==> config.mk <==
export PLATFORM = sky130hd
export DESIGN_NAME = mii_tx_10m_carrier_sqe
export DESIGN_NICKNAME = d
export VERILOG_FILES = /design/src/mii_tx_pkg.sv /design/src/txc_gen.sv /design/src/mii_tx_10m_carrier_sqe.sv
export SDC_FILE = /design/constraint.sdc
export NUM_CORES = 1
export LEC_CHECK = 0
export ABC_AREA = 1
export BUFFER_PORTS_ARGS = -buffer_cell sky130_fd_sc_hd__buf_4
export CORE_ASPECT_RATIO = 0.8
export CORE_MARGIN = 5
export CORE_UTILIZATION = 35
export DETAILED_ROUTE_END_ITERATION = 10
export PLACE_DENSITY = 0.54
export SLEW_MARGIN = 20
export SYNTH_ARGS = -nofsm -noshare
export SYNTH_HDL_FRONTEND = slang
export SYNTH_SLANG_ARGS = --single-unit
==> constraint.sdc <==
create_clock -name SYS_CLK -period 4.7 [get_ports SYS_CLK]
set_clock_uncertainty 0.2 [all_clocks]
set_input_delay 0 -clock SYS_CLK [delete_from_list [all_inputs] [get_ports SYS_CLK]]
set_output_delay 0 -clock SYS_CLK [all_outputs]
set_load 0.01 [all_outputs]
==> src/mii_tx_pkg.sv <==
// Functional notes
// - TXC runs with a 400 ns period, 200 ns high and 200 ns low.
// - MAC holds TXD and TXEN steady at TXC rise; device samples both there.
// - CRS rises 4 bit times after TXEN is sampled high.
// - CRS falls 8 bit times after TXEN is sampled low.
// - With SQE test on, COL pulse starts 2.5 us after TXEN is sampled low.
// - The COL heartbeat lasts 1.0 us, then COL returns low.
// - Heartbeat only when SQE test enable is 1 as TXEN is sampled low; enable resets to 0.
`default_nettype none
package mii_tx_pkg;
    localparam int CLK_PERIOD_NS  = 10;
    localparam int TXC_PERIOD_NS  = 400;
    localparam int TXC_HIGH_NS    = 200;
    localparam int BIT_TIME_NS    = 100;
    localparam int CRS_ON_BITS    = 4;
    localparam int CRS_OFF_BITS   = 8;
    localparam int SQE_DELAY_NS   = 2500;
    localparam int SQE_PULSE_NS   = 1000;

    localparam int TXC_PERIOD_CYC = (TXC_PERIOD_NS + CLK_PERIOD_NS - 1) / CLK_PERIOD_NS;
    localparam int TXC_HIGH_CYC   = (TXC_HIGH_NS + CLK_PERIOD_NS - 1) / CLK_PERIOD_NS;
    localparam int BIT_CYC        = (BIT_TIME_NS + CLK_PERIOD_NS - 1) / CLK_PERIOD_NS;
    localparam int CRS_ON_CYC     = CRS_ON_BITS * BIT_CYC;
    localparam int CRS_OFF_CYC    = CRS_OFF_BITS * BIT_CYC;
    localparam int SQE_DELAY_CYC  = (SQE_DELAY_NS + CLK_PERIOD_NS - 1) / CLK_PERIOD_NS;
    localparam int SQE_PULSE_CYC  = (SQE_PULSE_NS + CLK_PERIOD_NS - 1) / CLK_PERIOD_NS;

    localparam int CNT_W          = 9;
    localparam int TXC_CNT_W      = 6;

    localparam logic [3:0] NIBBLE_RST = 4'h0;

    typedef enum logic [1:0] {
        SQE_IDLE,
        SQE_WAIT,
        SQE_PULSE
    } sqe_state_t;
endpackage
`default_nettype wire

==> src/txc_gen.sv <==
`timescale 1ns/10ps
`default_nettype none
module txc_gen (
    // Clock and reset
    input  wire logic sys_clk,
    input  wire logic rst,
    // Generated link clock
    output logic      txc,
    output logic      txc_rise
);
    logic [mii_tx_pkg::TXC_CNT_W-1:0] cnt_ff;
    logic [mii_tx_pkg::TXC_CNT_W-1:0] nxt_cnt;
    logic                             txc_ff;
    logic                             nxt_txc;
    logic                             rise_ff;
    logic                             nxt_rise;

    always_comb begin
        if (cnt_ff == mii_tx_pkg::TXC_CNT_W'(mii_tx_pkg::TXC_PERIOD_CYC - 1)) begin
            nxt_cnt = '0;
        end else begin
            nxt_cnt = cnt_ff + 1'b1;
        end
        nxt_txc  = (nxt_cnt < mii_tx_pkg::TXC_CNT_W'(mii_tx_pkg::TXC_HIGH_CYC));
        nxt_rise = nxt_txc && !txc_ff;
    end

    always_ff @(posedge sys_clk or posedge rst) begin
        if (rst) begin
            cnt_ff  <= mii_tx_pkg::TXC_CNT_W'(mii_tx_pkg::TXC_PERIOD_CYC - 1);
            txc_ff  <= 1'b0;
            rise_ff <= 1'b0;
        end else begin
            cnt_ff  <= nxt_cnt;
            txc_ff  <= nxt_txc;
            rise_ff <= nxt_rise;
        end
    end

    assign txc      = txc_ff;
    assign txc_rise = rise_ff;
endmodule
`default_nettype wire

==> src/mii_tx_10m_carrier_sqe.sv <==
`timescale 1ns/10ps
`default_nettype none
module mii_tx_10m_carrier_sqe (
    // Clock and reset
    input  wire logic       SYS_CLK,
    input  wire logic       RST,
    // MAC transmit side
    input  wire logic       TXEN,
    input  wire logic [3:0] TXD,
    output logic            TXC,
    output logic            CRS,
    output logic            COL,
    // Control
    input  wire logic       SQE_TEST_EN,
    // Captured data toward the line
    output logic [3:0]      TX_NIBBLE,
    output logic            TX_NIBBLE_VALID
);
    localparam logic [mii_tx_pkg::CNT_W-1:0] CRS_ON_LD  =
        mii_tx_pkg::CNT_W'(mii_tx_pkg::CRS_ON_CYC);
    localparam logic [mii_tx_pkg::CNT_W-1:0] CRS_OFF_LD =
        mii_tx_pkg::CNT_W'(mii_tx_pkg::CRS_OFF_CYC);
    localparam logic [mii_tx_pkg::CNT_W-1:0] SQE_DLY_LD =
        mii_tx_pkg::CNT_W'(mii_tx_pkg::SQE_DELAY_CYC);
    localparam logic [mii_tx_pkg::CNT_W-1:0] SQE_PLS_LD =
        mii_tx_pkg::CNT_W'(mii_tx_pkg::SQE_PULSE_CYC);
    localparam logic [mii_tx_pkg::CNT_W-1:0] CNT_ONE    = 9'h001;

    logic                            txc_int;
    logic                            txc_rise;

    // Synchronisers; MAC drives TXEN and TXD off the pin clock, SQE_TEST_EN is a control input
    logic [5:0]                      sync1_ff;
    logic [5:0]                      sync2_ff;
    logic                            sqe_en_ff;

    logic                            txen_ff;
    logic                            nxt_txen;
    logic [3:0]                      nib_ff;
    logic [3:0]                      nxt_nib;
    logic                            nib_vld_ff;
    logic                            nxt_nib_vld;
    logic                            txen_up;
    logic                            txen_down;

    logic                            crs_ff;
    logic                            nxt_crs;
    logic [mii_tx_pkg::CNT_W-1:0]    on_cnt_ff;
    logic [mii_tx_pkg::CNT_W-1:0]    nxt_on_cnt;
    logic [mii_tx_pkg::CNT_W-1:0]    off_cnt_ff;
    logic [mii_tx_pkg::CNT_W-1:0]    nxt_off_cnt;

    mii_tx_pkg::sqe_state_t          sqe_st_ff;
    mii_tx_pkg::sqe_state_t          nxt_sqe_st;
    logic [mii_tx_pkg::CNT_W-1:0]    sqe_cnt_ff;
    logic [mii_tx_pkg::CNT_W-1:0]    nxt_sqe_cnt;
    logic                            col_ff;
    logic                            nxt_col;

    txc_gen u_txc_gen (
        .sys_clk  (SYS_CLK),
        .rst      (RST),
        .txc      (txc_int),
        .txc_rise (txc_rise)
    );

    always_ff @(posedge SYS_CLK or posedge RST) begin
        if (RST) begin
            sync1_ff  <= 6'h00;
            sync2_ff  <= 6'h00;
            sqe_en_ff <= 1'b0;
        end else begin
            sync1_ff  <= {SQE_TEST_EN, TXEN, TXD};
            sync2_ff  <= sync1_ff;
            sqe_en_ff <= sync2_ff[5];
        end
    end

    // Sample at the TXC rise; MAC has a whole cycle to settle, so sync lag is harmless
    always_comb begin
        nxt_txen    = txen_ff;
        nxt_nib     = nib_ff;
        nxt_nib_vld = 1'b0;
        if (txc_rise) begin
            nxt_txen    = sync2_ff[4];
            nxt_nib     = sync2_ff[3:0];
            nxt_nib_vld = sync2_ff[4];
        end
        txen_up   = txc_rise && sync2_ff[4] && !txen_ff;
        txen_down = txc_rise && !sync2_ff[4] && txen_ff;
    end

    // Carrier echo; a frame end seen in the cycle CRS is due to rise does not cancel the rise
    always_comb begin
        nxt_crs     = crs_ff;
        nxt_on_cnt  = on_cnt_ff;
        nxt_off_cnt = off_cnt_ff;
        if (on_cnt_ff != '0) begin
            nxt_on_cnt = on_cnt_ff - 1'b1;
            if (on_cnt_ff == CNT_ONE) begin
                nxt_crs = 1'b1;
            end
        end
        if (off_cnt_ff != '0) begin
            nxt_off_cnt = off_cnt_ff - 1'b1;
            if (off_cnt_ff == CNT_ONE) begin
                nxt_crs = 1'b0;
            end
        end
        if (txen_up) begin
            nxt_on_cnt  = CRS_ON_LD;
            nxt_off_cnt = '0;
        end
        if (txen_down) begin
            nxt_off_cnt = CRS_OFF_LD;
            nxt_on_cnt  = '0;
        end
    end

    always_ff @(posedge SYS_CLK or posedge RST) begin
        if (RST) begin
            txen_ff    <= 1'b0;
            nib_ff     <= mii_tx_pkg::NIBBLE_RST;
            nib_vld_ff <= 1'b0;
            crs_ff     <= 1'b0;
            on_cnt_ff  <= '0;
            off_cnt_ff <= '0;
        end else begin
            txen_ff    <= nxt_txen;
            nib_ff     <= nxt_nib;
            nib_vld_ff <= nxt_nib_vld;
            crs_ff     <= nxt_crs;
            on_cnt_ff  <= nxt_on_cnt;
            off_cnt_ff <= nxt_off_cnt;
        end
    end

    // Heartbeat; a new frame does not abort one already scheduled
    always_comb begin
        nxt_sqe_st  = sqe_st_ff;
        nxt_sqe_cnt = sqe_cnt_ff;
        nxt_col     = col_ff;
        case (sqe_st_ff)
            mii_tx_pkg::SQE_IDLE: begin
                nxt_col = 1'b0;
                if (txen_down && sqe_en_ff) begin
                    nxt_sqe_st  = mii_tx_pkg::SQE_WAIT;
                    nxt_sqe_cnt = SQE_DLY_LD;
                end
            end
            mii_tx_pkg::SQE_WAIT: begin
                nxt_sqe_cnt = sqe_cnt_ff - 1'b1;
                if (sqe_cnt_ff == CNT_ONE) begin
                    nxt_sqe_st  = mii_tx_pkg::SQE_PULSE;
                    nxt_sqe_cnt = SQE_PLS_LD;
                    nxt_col     = 1'b1;
                end
            end
            mii_tx_pkg::SQE_PULSE: begin
                nxt_sqe_cnt = sqe_cnt_ff - 1'b1;
                if (sqe_cnt_ff == CNT_ONE) begin
                    nxt_sqe_st  = mii_tx_pkg::SQE_IDLE;
                    nxt_col     = 1'b0;
                end
            end
            default: begin
                nxt_sqe_st  = mii_tx_pkg::SQE_IDLE;
                nxt_sqe_cnt = '0;
                nxt_col     = 1'b0;
            end
        endcase
    end

    always_ff @(posedge SYS_CLK or posedge RST) begin
        if (RST) begin
            sqe_st_ff  <= mii_tx_pkg::SQE_IDLE;
            sqe_cnt_ff <= '0;
            col_ff     <= 1'b0;
        end else begin
            sqe_st_ff  <= nxt_sqe_st;
            sqe_cnt_ff <= nxt_sqe_cnt;
            col_ff     <= nxt_col;
        end
    end

    assign TXC             = txc_int;
    assign CRS             = crs_ff;
    assign COL             = col_ff;
    assign TX_NIBBLE       = nib_ff;
    assign TX_NIBBLE_VALID = nib_vld_ff;
endmodule
`default_nettype wire

==> out/metrics.cfg, run 1 <==
[place]
place_ws_ps=2824
portBuffers=15
placed_cell_area_um2=2899
dp_hpwl_um=3399
place.gp.congestion=0.7803

[sta]
worst_pin_slew_ps=708.7
period_needed_ps=1881
setup_tns_ps=0
rsz0062_at_grt=false
hold_viol=0
report.final.slew_viol_count=0
timing.final.crit_share_pct=40.03
max_freq_ghz=0.5316
setup_violations=0
setup_ws_ps=2819
slew_headroom_pct=52.75

[global_route]
grt_use_total_pct=12.14
grt_antenna_before_repair=0
first_global_vias=1937
grt_start_max_net_pins=59
grt_overflow=0
grt_pass1_wl_um=8949

[yosys]
ys.flop_type=dfrtp_1
yosysSeqAreaShare_pct=54.62
synth_area_leaders=dfrtp_1 (51%), nand2_1 (12%), inv_1 (6.2%)
synth_largest_area_cell=dfrtp_1
synth_seq_cells=58
synth_cell_types=29
async_reset_ff_share_pct=100.0
synth_warnings=0
syn_inst=315
synth-edff-count=0
synthesis.nets=330
post-synth-top-count-cell=nand2_1
synth.top_cell.area_share_pct=50.68
post_synth.cell_area_avg_um2=8.464
syn_area_um2=2666
synthTopCellsByCount=nand2_1 (88), dfrtp_1 (54), inv_1 (44)

[cts]
path_clk_slew_ps=70
clockBufferDepth=2
numCtsBuffers=9
cts_resized=0
cts_tree=yes
root_buffer=clkbuf_8
cts.sinks=58
htree_levels=3
clk_latency_ps=330

[cells_and_area]
final_util_pct=42.18
fin_area_um2=3133
fin_nets=362
area_growth_pct=17.50
n_antenna_cell=0
drive_above_1_share_pct=12.78

[route]
drt-wirelength-per-cell_um=10.70
dr.pass1.iters=4
drt_iter0_markers=57
vias=1989
drt-vias-per-instance=4.352
postRouteAntennaNets=0
route.detailed.drc=0
wl_um=4890

[job]
drv_cap=0

[pwr]
power_mw=1.404
power_density_nw_per_um2=448.2
leakage_nw=1.591
irDropWorstVdd_v=0.0001996

[worst_setup_path]
crit_slowest_cell=dfrtp_1
start_kind=register
crit_chain=inv_2, nor2_4, nand2_4, inv_1, nor2_2, inv_1, a21oi_1, o21ai_0, inv_1
critPathMaxFanout=13
path_common_cell=inv_1
slowest_delay_ps=430
cp.arrival_ps=1960
cp-end-kind=register
critPathKind=register to register
cp.required_ps=4780

[die]
rows=28
core_area_um2=7427
start_util_pct=35.90
io_pins=16
die-width_um=107.6
die_h_um=88.07
die-area_um2=9474

[status]
status=finished, final reports clean

[worst_hold_path]
min_path_type=input pin to register

[cells in the final DEF, fill, tap and decap left out, drive strengths merged, types with 5 or more instances in the layout]
master and count:
a21oi 8, buf 16, clkbuf 13, dfrtp 54
dlygate4sd3 7, ha 7, inv 45, nand2 90
nand3 20, nand4 5, nor2 46, o21ai 16
[critical path: cells and delay by family, from the launching register on]
kind / cells / cell delay [ps]
AO/OA/AOI/OAI: 2 / 210
flip-flops: 1 / 430
buffers and inverters: 4 / 430
AND/OR/NAND/NOR: 3 / 560
[cell type report]
type,count,area (um^2)
well taps,105,131.4
inverters,45,168.9
clock buffers,13,148.9
clock inverters,3,15.01
repair buffers,23,190.2
fillers,771,4294
multi-input cells,210,1022
flip-flops and latches,58,1456
[power breakdown]
part / total, mW / internal [mW] / switching (mW)
clock network: 0.390 / 0.203 / 0.187
logic: 0.342 / 0.138 / 0.205
registers: 0.672 / 0.595 / 0.0764
total: 1.40 / 0.936 / 0.468
[sequential cells by signal, indices dropped and copies added, names as in the netlist, 2 cells and up]
name              flops
off_cnt_ff            9
on_cnt_ff             9
sqe_cnt_ff            9
sync1_ff              6
sync2_ff              6
u_txc_gen.cnt_ff      6
TX_NIBBLE             4
sqe_st_ff             2
[through the flow]
step / hold slack [ps] / cells
final: 113.7 / 457
after CTS: 97.84 / 457
after detailed placement: -89.55 / 434
after floorplan: -168.6 / 315
after global routing: 118.0 / 457
after global placement: -90.85 / 434
[metal layers]
metal / wire length [um] / up-vias / share of wire [%] / track usage, %
li1: - / 1051 / - / -
met1: 2662 / 900 / 54 / 17.03
met2: 1917 / 27 / 39 / 16.93
met3: 186 / 11 / 3.8 / 3.242
met4: 124 / 0 / 2.5 / 6.881
met5: 0 / - / 0 / 0
[kinds of logic (layout without fill, tap and decap cells)]
kind of cell    after synthesis  in the layout  synth area share [%]
compound gates               31             31                 6.804
xor+xnor                      5              5                 1.643
fa+ha+maj                     7              7                 3.285
buf+inv                      47             84                 7.039
flops                        58             58                 54.62
simple gates                167            167                 26.61
[final timing paths]
kind                                    start       endpoint  slack, ps  depth (start not counted)
min in group asynchronous                 RST  sqe_cnt_ff[3]        230                          4
max in group asynchronous                 RST   sqe_st_ff[1]       3600                          4
hold / removal                           TXEN    sync1_ff[4]        110                          2
hold reg to reg                   sync2_ff[5]      sqe_en_ff        140                          0
setup reg to reg           u_txc_gen.txc_rise   on_cnt_ff[2]       2820                          9
setup / recovery           u_txc_gen.txc_rise   on_cnt_ff[2]       2820                          9
[repair_timing]
item | 4_1_cts | 5_1_grt
setup buffers | 0 | 0
hold endpoints to repair | 60 | 0
hold buffers | 7 | 0
Power figures use the tool's default switching activity.
==> inputs of run 2 (changes only) <==
==> constraint.sdc (replaced) <==
create_clock -name SYS_CLK -period 1.8 [get_ports SYS_CLK]
set_clock_uncertainty 0.2 [all_clocks]
set_input_delay 0 -clock SYS_CLK [delete_from_list [all_inputs] [get_ports SYS_CLK]]
set_output_delay 0 -clock SYS_CLK [all_outputs]
set_load 0.01 [all_outputs]
==> run 2 against run 1 <==
Core utilization is 3.3 points higher. Combinational power grew to 3.1 times the previous value. Setup slack worse by 2700 ps. Global-route usage is 0.36 points lower. Routed wire length is 0.55% higher. Via count is 2.8% higher. Sequential cell count stayed put. Sequential share of layout area is 3.3 points lower. Sequential power grew to 2.6 times the previous value. Critical path type unchanged. Highest routed layer unchanged.
==> out/metrics.cfg, run 2 (synthesis results as in run 1) <==
[status]
status=finished, final reports clean

[global_route]
grt_pass1_wl_um=8797
grt_start_max_net_pins=59
first_global_vias=1936
grt_overflow=0
grt_use_total_pct=11.78
grt_antenna_before_repair=0

[sta]
report.final.slew_viol_count=0
setup_violations=0
hold_viol=0
whs_ps=89.60
max_freq_ghz=0.5993
slew_headroom_pct=80.06
timing.final.crit_share_pct=92.70
setup_ws_ps=131.4
worst_pin_slew_ps=299.0
period_needed_ps=1669

[cells_and_area]
final_util_pct=45.49
layout_commonest_cell=nand2_1
final_cells=473
final_cell_mix=nand2_1 (85), dfrtp_1 (53), inv_1 (42)
largestRegisters=off_cnt_ff (9), on_cnt_ff (9), sqe_cnt_ff (9)
drive_above_1_share_pct=19.84
n_antenna_cell=0
fin_nets=378
area_growth_pct=26.70

[pwr]
power_density_nw_per_um2=1267
leakage_nw=1.706
irDropWorstVdd_v=0.0006540
power_mw=4.280

[worst_setup_path]
cp-end-kind=register
start_kind=register
critPathMaxFanout=13
cp.required_ps=1870
cp.arrival_ps=1740
critPathKind=register to register

[die]
rows=28
die-width_um=107.6
die_h_um=88.07
die-area_um2=9474
core_area_um2=7427
io_pins=16
start_util_pct=35.90

[worst_hold_path]
min_path_type=input pin to async pin

[route]
dr.pass1.iters=4
vias=2045
wl_um=4917
postRouteAntennaNets=0
drt-vias-per-instance=4.323
route.detailed.drc=0
drt-wirelength-per-cell_um=10.40
drt_iter0_markers=83

[job]
drv_cap=0

[cts]
root_buffer=clkbuf_8
clk_latency_ps=330
clockBufferDepth=2
htree_levels=3
cts.sinks=58
path_clk_slew_ps=70
numCtsBuffers=9
cts_tree=yes

[place]
dp_hpwl_um=3484
placedCellCount=447
portBuffers=15
place_ws_ps=87.47
place.gp.congestion=0.8809

## run 2: repair_timing
item | in CTS | in global routing
hold buffers | 7 | 0
buffers inserted | 0 | 3
endpoints found under the hold margin | 64 | 0
resized for setup | 0 | 11
setup endpoints to repair | 0 | 14
## run 2: area by class of cell
cell class | count | area (um^2)
inverter | 45 | 168.9
timing repair buffer | 39 | 326.6
sequential | 58 | 1458
tap | 105 | 131.4
clock inverter | 7 | 125.1
clock buffer | 9 | 123.9
fill | 754 | 4049
multi-input combinational | 210 | 1045
## run 2: critical path: stages, from the launching register on
cell,delay [ps]
dfrtp_2,450
inv_2,130
nor2_4,50
nand2_4,90
inv_1,80
nor2_2,100
buf_6,160
inv_1,90
a21oi_1,120
o21ai_0,90
inv_1,50
## run 2: power breakdown
group / internal (mW) / switching [mW]
clock network: 0.931 / 0.540
logic: 0.484 / 0.587
registers: 1.55 / 0.185
## run 2: path summary, 6_finish.rpt
kind                                     from                   to  slack, ps  depth (start not counted)
setup / recovery           u_txc_gen.txc_rise         on_cnt_ff[2]        130                         10
hold / removal                            RST        off_cnt_ff[6]         90                          4
setup reg to reg           u_txc_gen.txc_rise         on_cnt_ff[2]        130                         10
hold reg to reg                   sync1_ff[2]          sync2_ff[2]        150                          0
max in group asynchronous                 RST  u_txc_gen.cnt_ff[2]       1030                          4
min in group SYS_CLK                   TXD[3]          sync1_ff[3]        110                          2
## run 2: stage by stage
step / TNS, ps / instance area [um^2]
global placement: 0 / 3009
detailed placement: 0 / 3009
global route: -2.258 / 3378
finish: 0 / 3378
floorplan: 0 / 2666
CTS: 0 / 3328
## run 2: routing by layer
metal  wire (um)  vias to the layer above  share of wire [%]  GRT usage, %
met1        2671                      911                 54         16.58
met5           0                        -                  0             0
li1            -                     1083                  -             -
met2        2001                       45                 41         16.53
met3         219                        6                4.5         4.348
met4          24                        0               0.49         4.472
==> inputs of run 3 (changes only) <==
--- a/config.mk
+++ b/config.mk
@@ -5,7 +5,7 @@
 export SDC_FILE = /design/constraint.sdc
 export NUM_CORES = 1
 export LEC_CHECK = 0
-export ABC_AREA = 1
+export ABC_AREA = 0
 export BUFFER_PORTS_ARGS = -buffer_cell sky130_fd_sc_hd__buf_4
 export CORE_ASPECT_RATIO = 0.8
 export CORE_MARGIN = 5
==> run 3 against run 2 <==
The run now ends with negative setup slack left. Sequential share of layout area shrank 5.5 points. Global-route usage grew 1.7 points. Clock-buffer cell count grew 2. Setup slack lost 230 ps. Non-clock buffer count grew 35. Hold slack lost 26 ps. Sequential power grew 5%. Core utilization grew 6.1 points. First-iteration DRC count grew 37%. Critical endpoint is now sqe_cnt_ff[5]. Largest power group is now combinational cells.
==> out/metrics.cfg, run 3 <==
[yosys]
synth-edff-count=0
post_synth.cell_area_avg_um2=10.38
async_reset_ff_share_pct=100.0
synth_compound_area_share_pct=14.15
yosysSeqAreaShare_pct=53.13
synth.top_cell.area_share_pct=49.29
synth_cell_types=52
syn_area_um2=2741
synthesis.nets=279
synthTopCellsByCount=dfrtp_1 (54), nor2_1 (23), inv_1 (16), o21ai_0 (16), a21oi_1 (14)
synth_largest_area_cell=dfrtp_1
synth_seq_cells=58
synth_adder_area_share_pct=4.290
synth_area_leaders=dfrtp_1 (49%), dfstp_2 (3.8%), ha_1 (3.2%)
syn_inst=264
post-synth-top-count-cell=dfrtp_1
synth-simple-area-share_pct=17.71
synthMuxAreaShare_pct=3.104
ys.flop_type=dfrtp_1
synth_top_family_by_area=simple AND/OR/NAND/NOR gates
synth-xor-area-share_pct=3.514
synth_warnings=0

[global_route]
met3_usage_pct=4.549
grt_antenna_before_repair=0
grt_pass1_wl_um=10130
grt_overflow=0
grt_use_total_pct=13.51
busiest_layer=met2
use_met2_pct=19.18
first_global_vias=2083
grt_start_max_net_pins=59
grtUsageMet1_pct=18.81

[pwr]
switching_share_pct=32.57
combPwrFrac_pct=38.4
power_mw=5.158
p_switching_mw=1.680
leakage_nw=1.698
power_density_nw_per_um2=1334
clkPwrFrac_pct=26.0
cell_internal_pwr_mw=3.478
pwr-share-seq_pct=35.6
irDropWorstVdd_v=0.0007625

[place]
portBuffers=15
place_ws_ps=-141.0
placed_cell_area_um2=3314
dp_hpwl_um=3987
place.gp.congestion=0.8121

[cts]
cts.sinks=58
htree_levels=3
clockBufferDepth=2
path_clk_slew_ps=80
root_buffer=clkbuf_8
cts_tree=yes
numCtsBuffers=9
clk_latency_ps=340

[die]
io_pins=16
die-width_um=108.9
core_area_um2=7497
rows=28
die-area_um2=9714
die_h_um=89.16
start_util_pct=36.57

[sta]
worst_pin_slew_ps=532.2
setup_violations=14
setup_tns_ps=-586.7
max_freq_ghz=0.5275
setup_ws_ps=-95.66
rsz0062_at_grt=true
slew_headroom_pct=64.25
period_needed_ps=1896
report.final.slew_viol_count=0
timing.final.crit_share_pct=105.3
hold_viol=0

[cells_and_area]
area_growth_pct=41.08
n_antenna_cell=0
fillerInstances=675
fin_nets=351
drive_above_1_share_pct=39.88
final_util_pct=51.59
final_cell_mix=buf_4 (62), dfrtp_1 (53), nor2_1 (21)
largestRegisters=off_cnt_ff (9), on_cnt_ff (9), sqe_cnt_ff (9)
fin_area_um2=3867
layout_commonest_cell=buf_4

[route]
route.detailed.drc=0
drt-wirelength-per-cell_um=13.61
vias=2171
drt_iter0_markers=114
dr.pass1.iters=4
drt-vias-per-instance=4.868
wl_um=6072
postRouteAntennaNets=0

[worst_setup_path]
reg2reg_depth=4
cp.required_ps=1880
critPathKind=register to register
cp-end-kind=register
critPathMaxFanout=4
cp.arrival_ps=1970
start_kind=register

[worst_hold_path]
min_path_type=input pin to async pin

[job]
drv_cap=0

[status]
status=complete, but fails checks
violations=negative setup slack

[run 3: cell count changes after synthesis, sizes merged, moves of 6 or more]
cell    change
nor3        +6
or4         +6
inv        -29
nand2      -78
clkbuf     +10
a21oi       +6
or3         +6
nand3      -11
nor2       -23
[run 3: stage by stage]
stage               cells  hold slack [ps]
finish                446            63.41
global route          446            98.33
CTS                   438            75.42
detailed placement    413           -107.6
global placement      413           -109.7
floorplan             264           -168.6
[run 3: worst paths after layout]
path                                       end           from  slack [ps]
min in group SYS_CLK               sync1_ff[1]         TXD[1]         110
max                              sqe_cnt_ff[5]  sqe_cnt_ff[1]        -100
max in group asynchronous  u_txc_gen.cnt_ff[2]            RST        1020
min                               TX_NIBBLE[1]            RST          60
max reg2reg                      sqe_cnt_ff[5]  sqe_cnt_ff[1]        -100
min reg2reg                        sync2_ff[0]    sync1_ff[0]         140
[run 3: cell families after synthesis]
kind of cell	after synthesis
mux	8
simple gates	90
flops	58
xor+xnor	11
compound gates	58
fa+ha+maj	10
buf+inv	29
[run 3: area by class of cell]
cell class              count  area (um^2)  area share (%)
clock buffers              11        141.4           3.656
clock inverters             5        77.57           2.006
well taps                 105        131.4           3.397
repair buffers             74        600.6           15.53
multi-input cells         177         1399           36.17
flip-flops and latches     58         1458           37.69
inverters                  16        60.06           1.553
[run 3: timing repair]
| action | 4_1_cts | 5_1_grt |
|---|---|---|
| pin swaps | 10 | 17 |
| endpoints found under the setup margin | 24 | 27 |
| endpoints found under the hold margin | 64 | 0 |
| gates resized for setup | 22 | 29 |
| hold buffers | 7 | 0 |
| setup buffers | 2 | 8 |
[run 3: power groups by stage]
stage	Clock, mW	Combinational (mW)	Sequential, mW
2_1_floorplan	0	0.976	1.82
3_3_place_gp	0	1.62	1.81
3_5_place_dp	0	1.64	1.82
4_1_cts	1.39	1.78	1.81
5_1_grt	1.45	2.19	1.88
6_report	1.34	1.98	1.83
[run 3: per-layer routing]
| layer | vias up | wire length (um) |
|---|---|---|
| met2 | 30 | 2678 |
| met5 | - | 0 |
| met1 | 1040 | 3030 |
| li1 | 1091 | - |
| met4 | 0 | 101 |
| met3 | 10 | 262 |
[run 3: worst max-delay path, stage by stage, from the launching register on]
cell and delay, ps:
dfrtp_1 410, or4_4 550, or3_4 350, a21oi_2 140, o221a_1 180
